===== src/pvpf_pkg.sv =====
// package for the pager vector packet formatter: field layout, codes, limits
`default_nettype none
package pvpf_pkg;
    // vector type codes (low three bits of byte 2)
    localparam logic [2:0] PVPF_VT_SHORT = 3'h2;
    localparam logic [2:0] PVPF_VT_SECURE = 3'h0;
    localparam logic [2:0] PVPF_VT_ALPHA = 3'h5;
    localparam logic [2:0] PVPF_VT_HEXBIN = 3'h6;
    // short message types
    localparam logic [1:0] PVPF_MT_NUMERIC = 2'h0;
    localparam logic [1:0] PVPF_MT_TONE8 = 2'h1;
    localparam logic [1:0] PVPF_MT_TONENUM = 2'h2;
    localparam logic [1:0] PVPF_MT_SPARE = 2'h3;
    // word position limits
    localparam logic [6:0] PVPF_INDEX_MIN = 7'h02;
    localparam logic [6:0] PVPF_INDEX_MAX = 7'h57;
    localparam logic [6:0] PVPF_START_MIN = 7'h03;
    localparam logic [6:0] PVPF_START_MAX = 7'h57;
    localparam logic [6:0] PVPF_COUNT_MIN = 7'h01;
    localparam logic [6:0] PVPF_COUNT_MAX = 7'h55;
    // field positions in the 32-bit packet, bit error limit, packet reset value
    localparam int PVPF_POS_INDEX = 24;
    localparam int PVPF_POS_ERR = 23;
    localparam int PVPF_POS_PHASE = 21;
    localparam int PVPF_POS_VT = 16;
    localparam int PVPF_POS_DATA = 2;
    localparam int PVPF_POS_COUNT = 7;
    localparam int PVPF_ERR_LIMIT = 2;
    localparam logic [31:0] PVPF_PKT_RESET = 32'h0000_0000;

    // decoded vector word handed in by the frame logic
    typedef struct packed {
        logic [6:0] word_pos;
        logic [1:0] phase;
        logic [2:0] vtype;
        logic [2:0] bit_errors;
        logic check_fail;
        logic value_bad;
        logic long_addr;
        logic network_addr;
        logic [1:0] msg_type;
        logic [11:0] short_data;
        logic [6:0] word_count;
        logic [6:0] start_word;
    } pvpf_vector_t;

    // message word handed in by the frame logic
    typedef struct packed {
        logic [6:0] word_pos;
        logic [1:0] phase;
        logic err;
        logic [20:0] info;
    } pvpf_msgword_t;
endpackage : pvpf_pkg
`default_nettype wire


===== src/pvpf_field_pack.sv =====
// short message data field packer, chosen by message type and address kind
`default_nettype none
module pvpf_field_pack
    import pvpf_pkg::*;
(
    input wire logic [1:0] msg_type_in,
    input wire logic network_addr_in,
    input wire logic [11:0] raw_in,
    output logic [11:0] data_out
);
    // network id pieces, sources, retrieval flag and number keep raw order
    always_comb begin
        data_out = raw_in;
        unique case (msg_type_in)
            PVPF_MT_NUMERIC: begin
                // three numeric chars, or id split four/three/five bits
                data_out = network_addr_in ? {raw_in[11:8], raw_in[7:5], raw_in[4:0]}
                                           : {raw_in[11:8], raw_in[7:4], raw_in[3:0]};
            end
            PVPF_MT_TONE8: begin
                data_out = {raw_in[11:4], 4'h0};
            end
            PVPF_MT_TONENUM: begin
                data_out = {raw_in[11:10], raw_in[9], raw_in[8:3], 3'h0};
            end
            PVPF_MT_SPARE: begin
                data_out = raw_in;
            end
        endcase
    end
endmodule : pvpf_field_pack
`default_nettype wire


===== src/pvpf_formatter.sv =====
// vector packet formatter top: builds vector and follow-on message packets
//
// Overview of operation
// - top bit zero, then seven-bit vector word position
// - short message vector type reads 010
// - short vector error on bit errors or check
// - phase field in byte 2 bits 6-5
// - twelve data bits plus two-bit message type
// - type 00 messaging: three numeric characters
// - type 00 network: identifier in 4/3/5 bits
// - type 01: eight tone sources, rest unused
// - type 10: sources, retrieval flag, message number
// - long address, no error: send next word
// - follow-on packet carries five more characters
// - secure 000, alphanumeric 101, hex 110
// - long vector error also on invalid value
// - seven-bit word count, valid 1 to 85
// - seven-bit start field, valid 3 to 87
// - long address first word follows vector
// - packet identifier equals vector word position
// - vector errors arm no follow-on word; an errored long vector also closes the message window
// - long vectors enter all-frame mode until disabled
////////////////////////////////////////////////////////////////////////////////
`default_nettype none
module pvpf_formatter
    import pvpf_pkg::*;
(
    input wire logic ref_clk_in,
    input wire logic reset_n_in,
    input wire logic vector_valid_in,
    input wire pvpf_vector_t vector_in,
    input wire logic msgword_valid_in,
    input wire pvpf_msgword_t msgword_in,
    input wire logic allframe_clear_in,
    output logic packet_valid_out,
    output logic [31:0] packet_out,
    output logic packet_is_vector_out,
    output logic allframe_mode_out,
    output logic follow_expected_out
);
    ////////////////////////////////////////////////////////////////////////////
    // reset release through two flops
    logic rst_meta_q;
    logic rst_n_q;
    always_ff @(posedge ref_clk_in or negedge reset_n_in) begin
        if (!reset_n_in) begin
            rst_meta_q <= 1'b0;
            rst_n_q <= 1'b0;
        end else begin
            rst_meta_q <= 1'b1;
            rst_n_q <= rst_meta_q;
        end
    end

    ////////////////////////////////////////////////////////////////////////////
    // vector classification
    logic is_short;
    logic is_long;
    logic vec_err;
    logic count_bad;
    logic start_bad;
    logic index_bad;
    logic [11:0] short_field;

    assign is_short = (vector_in.vtype == PVPF_VT_SHORT);
    assign is_long = (vector_in.vtype == PVPF_VT_SECURE)
                  || (vector_in.vtype == PVPF_VT_ALPHA)
                  || (vector_in.vtype == PVPF_VT_HEXBIN);
    // word position outside the frame's vector span marks a long vector invalid
    assign index_bad = (vector_in.word_pos < PVPF_INDEX_MIN)
                    || (vector_in.word_pos > PVPF_INDEX_MAX);
    assign count_bad = (vector_in.word_count < PVPF_COUNT_MIN)
                    || (vector_in.word_count > PVPF_COUNT_MAX);
    assign start_bad = (vector_in.start_word < PVPF_START_MIN)
                    || (vector_in.start_word > PVPF_START_MAX);

    // invalid values only count against long-message vectors
    always_comb begin
        vec_err = (vector_in.bit_errors > 3'(PVPF_ERR_LIMIT)) || vector_in.check_fail;
        if (is_long) begin
            vec_err = vec_err || vector_in.value_bad || count_bad || start_bad || index_bad;
        end
    end

    pvpf_field_pack u_field_pack (
        .msg_type_in(vector_in.msg_type),
        .network_addr_in(vector_in.network_addr),
        .raw_in(vector_in.short_data),
        .data_out(short_field)
    );

    ////////////////////////////////////////////////////////////////////////////
    // packet word assembly
    logic [31:0] vec_word;
    logic [31:0] msg_word;
    always_comb begin
        vec_word = PVPF_PKT_RESET;
        vec_word[31] = 1'b0;
        vec_word[PVPF_POS_INDEX +: 7] = vector_in.word_pos;
        vec_word[PVPF_POS_ERR] = vec_err;
        vec_word[PVPF_POS_PHASE +: 2] = vector_in.phase;
        vec_word[PVPF_POS_VT +: 3] = vector_in.vtype;
        if (is_short) begin
            vec_word[PVPF_POS_DATA +: 12] = short_field;
            vec_word[1:0] = vector_in.msg_type;
        end else begin
            vec_word[PVPF_POS_COUNT +: 7] = vector_in.word_count;
            vec_word[6:0] = vector_in.start_word;
        end
    end

    // message word: same header layout, 21 info bits low
    always_comb begin
        msg_word = PVPF_PKT_RESET;
        msg_word[PVPF_POS_INDEX +: 7] = msgword_in.word_pos;
        msg_word[PVPF_POS_ERR] = msgword_in.err;
        msg_word[PVPF_POS_PHASE +: 2] = msgword_in.phase;
        msg_word[20:0] = msgword_in.info;
    end

    ////////////////////////////////////////////////////////////////////////////
    // follow-on tracking: the word right after a long-address vector
    logic follow_q;
    logic [6:0] follow_pos_q;
    logic [1:0] follow_phase_q;
    logic follow_hit;
    logic follow_arm;

    assign follow_arm = vector_valid_in && vector_in.long_addr && !vec_err
                     && (is_short || is_long);
    assign follow_hit = msgword_valid_in && follow_q
                     && (msgword_in.word_pos == follow_pos_q)
                     && (msgword_in.phase == follow_phase_q);

    always_ff @(posedge ref_clk_in or negedge rst_n_q) begin
        if (!rst_n_q) begin
            follow_q <= 1'b0;
            follow_pos_q <= 7'h00;
            follow_phase_q <= 2'h0;
        end else if (follow_arm) begin
            follow_q <= 1'b1;
            follow_pos_q <= 7'(vector_in.word_pos + 7'h01);
            follow_phase_q <= vector_in.phase;
        end else if (follow_hit) begin
            follow_q <= 1'b0;
        end
    end

    // message words are passed only for the armed follow-on or a clean long vector window
    logic msg_open_q;
    logic [1:0] msg_phase_q;
    logic [6:0] msg_lo_q;
    logic [6:0] msg_hi_q;
    logic msg_in_window;

    assign msg_in_window = msg_open_q && (msgword_in.phase == msg_phase_q)
                        && (msgword_in.word_pos >= msg_lo_q)
                        && (msgword_in.word_pos <= msg_hi_q);

    // start field points at the second word when the first follows the vector
    always_ff @(posedge ref_clk_in or negedge rst_n_q) begin
        if (!rst_n_q) begin
            msg_open_q <= 1'b0;
            msg_phase_q <= 2'h0;
            msg_lo_q <= 7'h00;
            msg_hi_q <= 7'h00;
        end else if (vector_valid_in && is_long) begin
            msg_open_q <= !vec_err;
            msg_phase_q <= vector_in.phase;
            msg_lo_q <= vector_in.start_word;
            msg_hi_q <= 7'(vector_in.start_word + vector_in.word_count
                       - (vector_in.long_addr ? 7'h02 : 7'h01));
        end
    end

    ////////////////////////////////////////////////////////////////////////////
    // all-frame mode: set wins over a clear in the same cycle
    logic allframe_q;
    always_ff @(posedge ref_clk_in or negedge rst_n_q) begin
        if (!rst_n_q) begin
            allframe_q <= 1'b0;
        end else if (vector_valid_in && is_long) begin
            allframe_q <= 1'b1;
        end else if (allframe_clear_in) begin
            allframe_q <= 1'b0;
        end
    end
    assign allframe_mode_out = allframe_q;
    assign follow_expected_out = follow_q;

    ////////////////////////////////////////////////////////////////////////////
    // output register: vector wins if both arrive; frame order makes that rare
    logic pkt_valid_q;
    logic [31:0] pkt_q;
    logic pkt_vec_q;
    always_ff @(posedge ref_clk_in or negedge rst_n_q) begin
        if (!rst_n_q) begin
            pkt_valid_q <= 1'b0;
            pkt_q <= PVPF_PKT_RESET;
            pkt_vec_q <= 1'b0;
        end else if (vector_valid_in && (is_short || is_long)) begin
            pkt_valid_q <= 1'b1;
            pkt_q <= vec_word;
            pkt_vec_q <= 1'b1;
        end else if (msgword_valid_in && (follow_hit || msg_in_window)) begin
            pkt_valid_q <= 1'b1;
            pkt_q <= msg_word;
            pkt_vec_q <= 1'b0;
        end else begin
            pkt_valid_q <= 1'b0;
        end
    end
    assign packet_valid_out = pkt_valid_q;
    assign packet_out = pkt_q;
    assign packet_is_vector_out = pkt_vec_q;

    ////////////////////////////////////////////////////////////////////////////
    // checks
    a_top_bit_zero: assert property (@(posedge ref_clk_in) disable iff (!rst_n_q)
        packet_valid_out |-> !packet_out[31])
        else $error("packet top bit set");
    a_short_type: assert property (@(posedge ref_clk_in) disable iff (!rst_n_q)
        vector_valid_in && is_short |=> packet_out[18:16] == 3'h2)
        else $error("short vector type wrong");
    a_short_err: assert property (@(posedge ref_clk_in) disable iff (!rst_n_q)
        vector_valid_in && is_short && vector_in.bit_errors > 3'h2 |=> packet_out[23])
        else $error("short vector error flag missing");
    a_phase_copy: assert property (@(posedge ref_clk_in) disable iff (!rst_n_q)
        vector_valid_in && (is_short || is_long)
        |=> packet_out[22:21] == $past(vector_in.phase))
        else $error("phase field wrong");
    a_id_equals_index: assert property (@(posedge ref_clk_in) disable iff (!rst_n_q)
        vector_valid_in && is_long |=> packet_out[30:24] == $past(vector_in.word_pos))
        else $error("identifier mismatch");
    a_long_invalid: assert property (@(posedge ref_clk_in) disable iff (!rst_n_q)
        vector_valid_in && is_long && vector_in.value_bad |=> packet_out[23])
        else $error("invalid vector not flagged");
    a_allframe_set: assert property (@(posedge ref_clk_in) disable iff (!rst_n_q)
        vector_valid_in && is_long |=> allframe_mode_out)
        else $error("all-frame mode not entered");
    a_err_no_follow: assert property (@(posedge ref_clk_in) disable iff (!rst_n_q)
        vector_valid_in && vec_err && !follow_q |=> !follow_q)
        else $error("follow-on armed after error");
    a_follow_arm: assert property (@(posedge ref_clk_in) disable iff (!rst_n_q)
        follow_arm |=> follow_q && follow_pos_q == 7'($past(vector_in.word_pos) + 7'h01))
        else $error("follow-on not armed");
    // short vector: message type sits in the two lowest bits
    a_short_mtype: assert property (@(posedge ref_clk_in) disable iff (!rst_n_q)
        vector_valid_in && is_short |=> packet_out[1:0] == $past(vector_in.msg_type))
        else $error("short message type misplaced");
    // a failed check character alone must raise the flag
    a_short_check: assert property (@(posedge ref_clk_in) disable iff (!rst_n_q)
        vector_valid_in && is_short && vector_in.check_fail |=> packet_out[23])
        else $error("check failure not flagged");
    // long vector: count and start copied into the low fourteen bits
    a_long_fields: assert property (@(posedge ref_clk_in) disable iff (!rst_n_q)
        vector_valid_in && is_long |=> packet_out[13:7] == $past(vector_in.word_count)
            && packet_out[6:0] == $past(vector_in.start_word))
        else $error("count or start field wrong");
    // out-of-range count or start is an invalid value
    a_long_range: assert property (@(posedge ref_clk_in) disable iff (!rst_n_q)
        vector_valid_in && is_long
        && (vector_in.word_count > PVPF_COUNT_MAX || vector_in.start_word < PVPF_START_MIN)
        |=> packet_out[23])
        else $error("range error not flagged");
    // follow-on word goes out whole as a message packet
    a_follow_body: assert property (@(posedge ref_clk_in) disable iff (!rst_n_q)
        follow_hit && !vector_valid_in
        |=> packet_valid_out && !packet_is_vector_out
            && packet_out[20:0] == $past(msgword_in.info))
        else $error("follow-on message body lost");
    a_follow_id: assert property (@(posedge ref_clk_in) disable iff (!rst_n_q)
        follow_hit && !vector_valid_in |=> packet_out[30:24] == $past(follow_pos_q))
        else $error("follow-on word position wrong");
    // an invalid long vector must not leave a message window open
    a_err_closes: assert property (@(posedge ref_clk_in) disable iff (!rst_n_q)
        vector_valid_in && is_long && vector_in.value_bad |=> !msg_open_q)
        else $error("message window open after error");
    a_allframe_clear: assert property (@(posedge ref_clk_in) disable iff (!rst_n_q)
        allframe_clear_in && !(vector_valid_in && is_long) |=> !allframe_mode_out)
        else $error("all-frame mode not cleared");
    // every accepted vector answers with exactly one vector packet next cycle
    a_vec_answer: assert property (@(posedge ref_clk_in) disable iff (!rst_n_q)
        vector_valid_in && (is_short || is_long) |=> packet_valid_out && packet_is_vector_out)
        else $error("vector packet not sent");
endmodule : pvpf_formatter
`default_nettype wire


===== config.mk =====
export PLATFORM = sky130hd
export DESIGN_NAME = pvpf_formatter
export DESIGN_NICKNAME = d
export VERILOG_FILES = /design/src/pvpf_pkg.sv /design/src/pvpf_field_pack.sv /design/src/pvpf_formatter.sv
export SDC_FILE = /design/constraint.sdc
export NUM_CORES = 1
export LEC_CHECK = 0
export BUFFER_PORTS_ARGS = -buffer_cell sky130_fd_sc_hd__buf_2
export CAP_MARGIN = 20
export CORE_ASPECT_RATIO = 1.1
export CORE_MARGIN = 4
export CORE_UTILIZATION = 53
export DETAILED_ROUTE_END_ITERATION = 10
export HOLD_SLACK_MARGIN = 0.02
export PLACE_DENSITY = 0.82
export SLEW_MARGIN = 0
export SYNTH_ARGS = -nofsm -noshare
export SYNTH_HDL_FRONTEND = slang
export SYNTH_SLANG_ARGS = --single-unit

===== constraint.sdc =====
create_clock -name ref_clk_in -period 2.3 [get_ports ref_clk_in]
set_clock_uncertainty 0.2 [all_clocks]
set_input_delay 0.23 -clock ref_clk_in [delete_from_list [all_inputs] [get_ports ref_clk_in]]
set_output_delay 0.23 -clock ref_clk_in [all_outputs]
set_load 0.01 [all_outputs]

==> impl_metrics.json <==
{
  "outcome": "finished with violations",
  "failed_checks": "setup timing",
  "r2r-start": "msg_lo_q[4]$_DFFE_PN0P_",
  "cp.required_ps": 2330,
  "p_leak_nw": 2.928,
  "crit_fanout": 6,
  "yosys_warnings": 0,
  "grt_max_degree": 40,
  "clockBufferDepth": 2,
  "hold_start": "vector_in[5]",
  "max_freq_mhz": 400.7,
  "finalCriticalPeriod_ps": 2496,
  "setup-violations-final": 39,
  "synth_area_per_cell_um2": 9.602,
  "fin_cells": 740,
  "yosysMostFrequentCell": "dfrtp_1",
  "overflow": 0,
  "ys_seq_elements": 63,
  "grt_pass1_wl_um": 21430,
  "num-fill-cells": 409,
  "power.density_nw_per_um2": 648.9,
  "layout_setup_ws_ps": -195.9,
  "clock-sinks": 63,
  "drive_above_1_share_pct": 41.26,
  "fin_nets": 743,
  "fin_hold_ws_ps": 23.03,
  "netlist_instances": 433,
  "max_slew_margin_pct": 59.93,
  "regArea_um2": 1578,
  "final_hold_viol_count": 0,
  "cts.clk_slew.worst_paths_ps": 70,
  "fin_setup_tns_ps": -4677,
  "synth_area_leaders": "dfrtp_1, ha_1, xnor2_1",
  "antenna_found_initial": 0,
  "grt_pass1_vias": 4310,
  "finalCritPeriodShare_pct": 108.5,
  "die_area_um2": 9328,
  "arrival_ps": 2530,
  "fp.dieW_um": 92.45,
  "yosys.area.top_type": "dfrtp_1",
  "design_area_um2": 6073,
  "die_height_um": 100.9,
  "post_dp_cell_area_um2": 5191,
  "yosys-top-cells-count": "dfrtp_1, nand2_1, inv_1",
  "pre_cts_ws_ps": -228.7,
  "syn-num-nets": 546,
  "routed_wl_um": 15120,
  "ios": 119,
  "path_class": "register to register",
  "total_power_mw": 3.941,
  "synthFlopType": "dfrtp_1",
  "rsz0062_at_grt": "true",
  "yosysSeqAreaShare_pct": 37.92,
  "initial_core_util_pct": 55.03,
  "synth.distinct_cells": 58,
  "core_region_area_um2": 7556,
  "peakVddDrop_mv": 0.4027,
  "synth_top_cell_area_share_pct": 37.92,
  "multi_input_area_um2": 2585,
  "cts_root_buf": "clkbuf_8",
  "placed_cells": 685,
  "maxCapViolCount": 0,
  "track_usage_pct": 29.61,
  "tritoncts": "yes",
  "dpl.hpwl_um": 9449,
  "synth_edf_count": 0,
  "firstDrtPassIters": 5,
  "tightest_slew_ps": 591.7,
  "async_reset_ff_share_pct": 100.0,
  "drt-wirelength-per-cell_um": 20.43,
  "h-tree-depth": 3,
  "cp-startpoint": "msg_lo_q[4]$_DFFE_PN0P_",
  "cts_buffers": 9,
  "hold_path.class": "input port to register",
  "routed-via-count": 4497,
  "syn_area_um2": 4158,
  "gp_congestion": 0.9350,
  "insertion_delay_ps": 360,
  "drtIter0Drc": 393,
  "critPathLaunchType": "register",
  "drc": 0,
  "end_kind": "register",
  "port_buffers": 116,
  "via_per_inst": 6.077,
  "drtAntennaViolNets": 0,
  "slew_violations": 0,
  "rows": 33,
  "antenna_cells": 0,
  "area_growth_pct": 46.07,
  "fin_util_pct": 80.38
}
==> flip-flops by register name, indices dropped and copies added (netlist names) <==
signal / count
follow_phase_q: 2
rst_n_q: 1
packet_valid_out: 1
msg_phase_q: 2
allframe_mode_out: 1
rst_meta_q: 1
msg_hi_q: 7
follow_pos_q: 7
packet_out: 31
packet_is_vector_out: 1
follow_expected_out: 1
msg_lo_q: 7
msg_open_q: 1
==> path summary, 6_finish.rpt <==
check	endpoint	slack [ps]	cells past startpoint
setup reg to reg	packet_out[2]$_DFFE_PN0P_	-200	8
min in group asynchronous	msg_lo_q[2]$_DFFE_PN0P_	60	0
hold / removal	msg_lo_q[5]$_DFFE_PN0P_	20	3
setup / recovery	packet_out[2]$_DFFE_PN0P_	-200	8
max in group asynchronous	packet_out[3]$_DFFE_PN0P_	1220	1
hold reg to reg	msg_lo_q[2]$_DFFE_PN0P_	60	0
==> final cells by class <==
cell class | instances | share of cell area, %
Multi-Input combinational cell | 305 | 42.56
Timing Repair Buffer | 208 | 23.38
Inverter | 43 | 2.658
Sequential cell | 63 | 25.98
Tap cell | 105 | 2.163
Clock buffer | 10 | 2.266
Clock inverter | 6 | 0.9889
==> per-layer routing <==
layer	routed length [µm]	part of all wire, %	GRT usage [%]
met1	5581	37	35.64
met2	7469	49	50.45
met4	691	4.6	15.54
met3	1376	9.1	5.452
met5	0	0	0
==> logic make-up after synthesis <==
| logic type | share of synthesized area [%] |
|---|---|
| AO/OA/AOI/OAI | 21.22 |
| XOR/XNOR | 5.477 |
| adder cells (fa/ha/maj) | 9.389 |
| other | 0.1806 |
| multiplexers | 4.965 |
| AND/OR/NAND/NOR | 13.63 |
| flip-flops | 37.92 |
| buffers and inverters | 7.222 |
==> timing repair <==
action	4_1_cts	5_1_grt
setup buffers	1	6
gates cloned	0	4
hold endpoints to repair	32	0
hold buffers	28	0
resized for setup	19	31
pin swaps	9	20
endpoints found under the setup margin	26	40
==> critical path, stage by stage (launching register included) <==
cell	delay [ps]
dfrtp_1	370
inv_1	70
ha_1	280
and3_4	190
o211ai_1	80
o21a_2	250
or3_4	420
buf_6	160
o311a_4	350
==> power by group <==
| group | total (mW) | internal (mW) | switching (mW) |
|---|---|---|---|
| registers | 1.50 | 1.32 | 0.178 |
| logic | 1.45 | 0.727 | 0.722 |
| clock network | 0.990 | 0.524 | 0.466 |
==> cell usage in the layout, fill, tap and decap left out, drive strengths merged, types with 11 or more instances in the layout <==
master         n
ha            28
o221a         11
inv           43
nor2          18
nor3          15
o21ai         24
mux2          13
buf          178
clkbuf        12
dlygate4sd3   28
xnor2         20
dfrtp         63
nand2         46
o221ai        14
No activity file was read; power rests on OpenSTA's default activity.
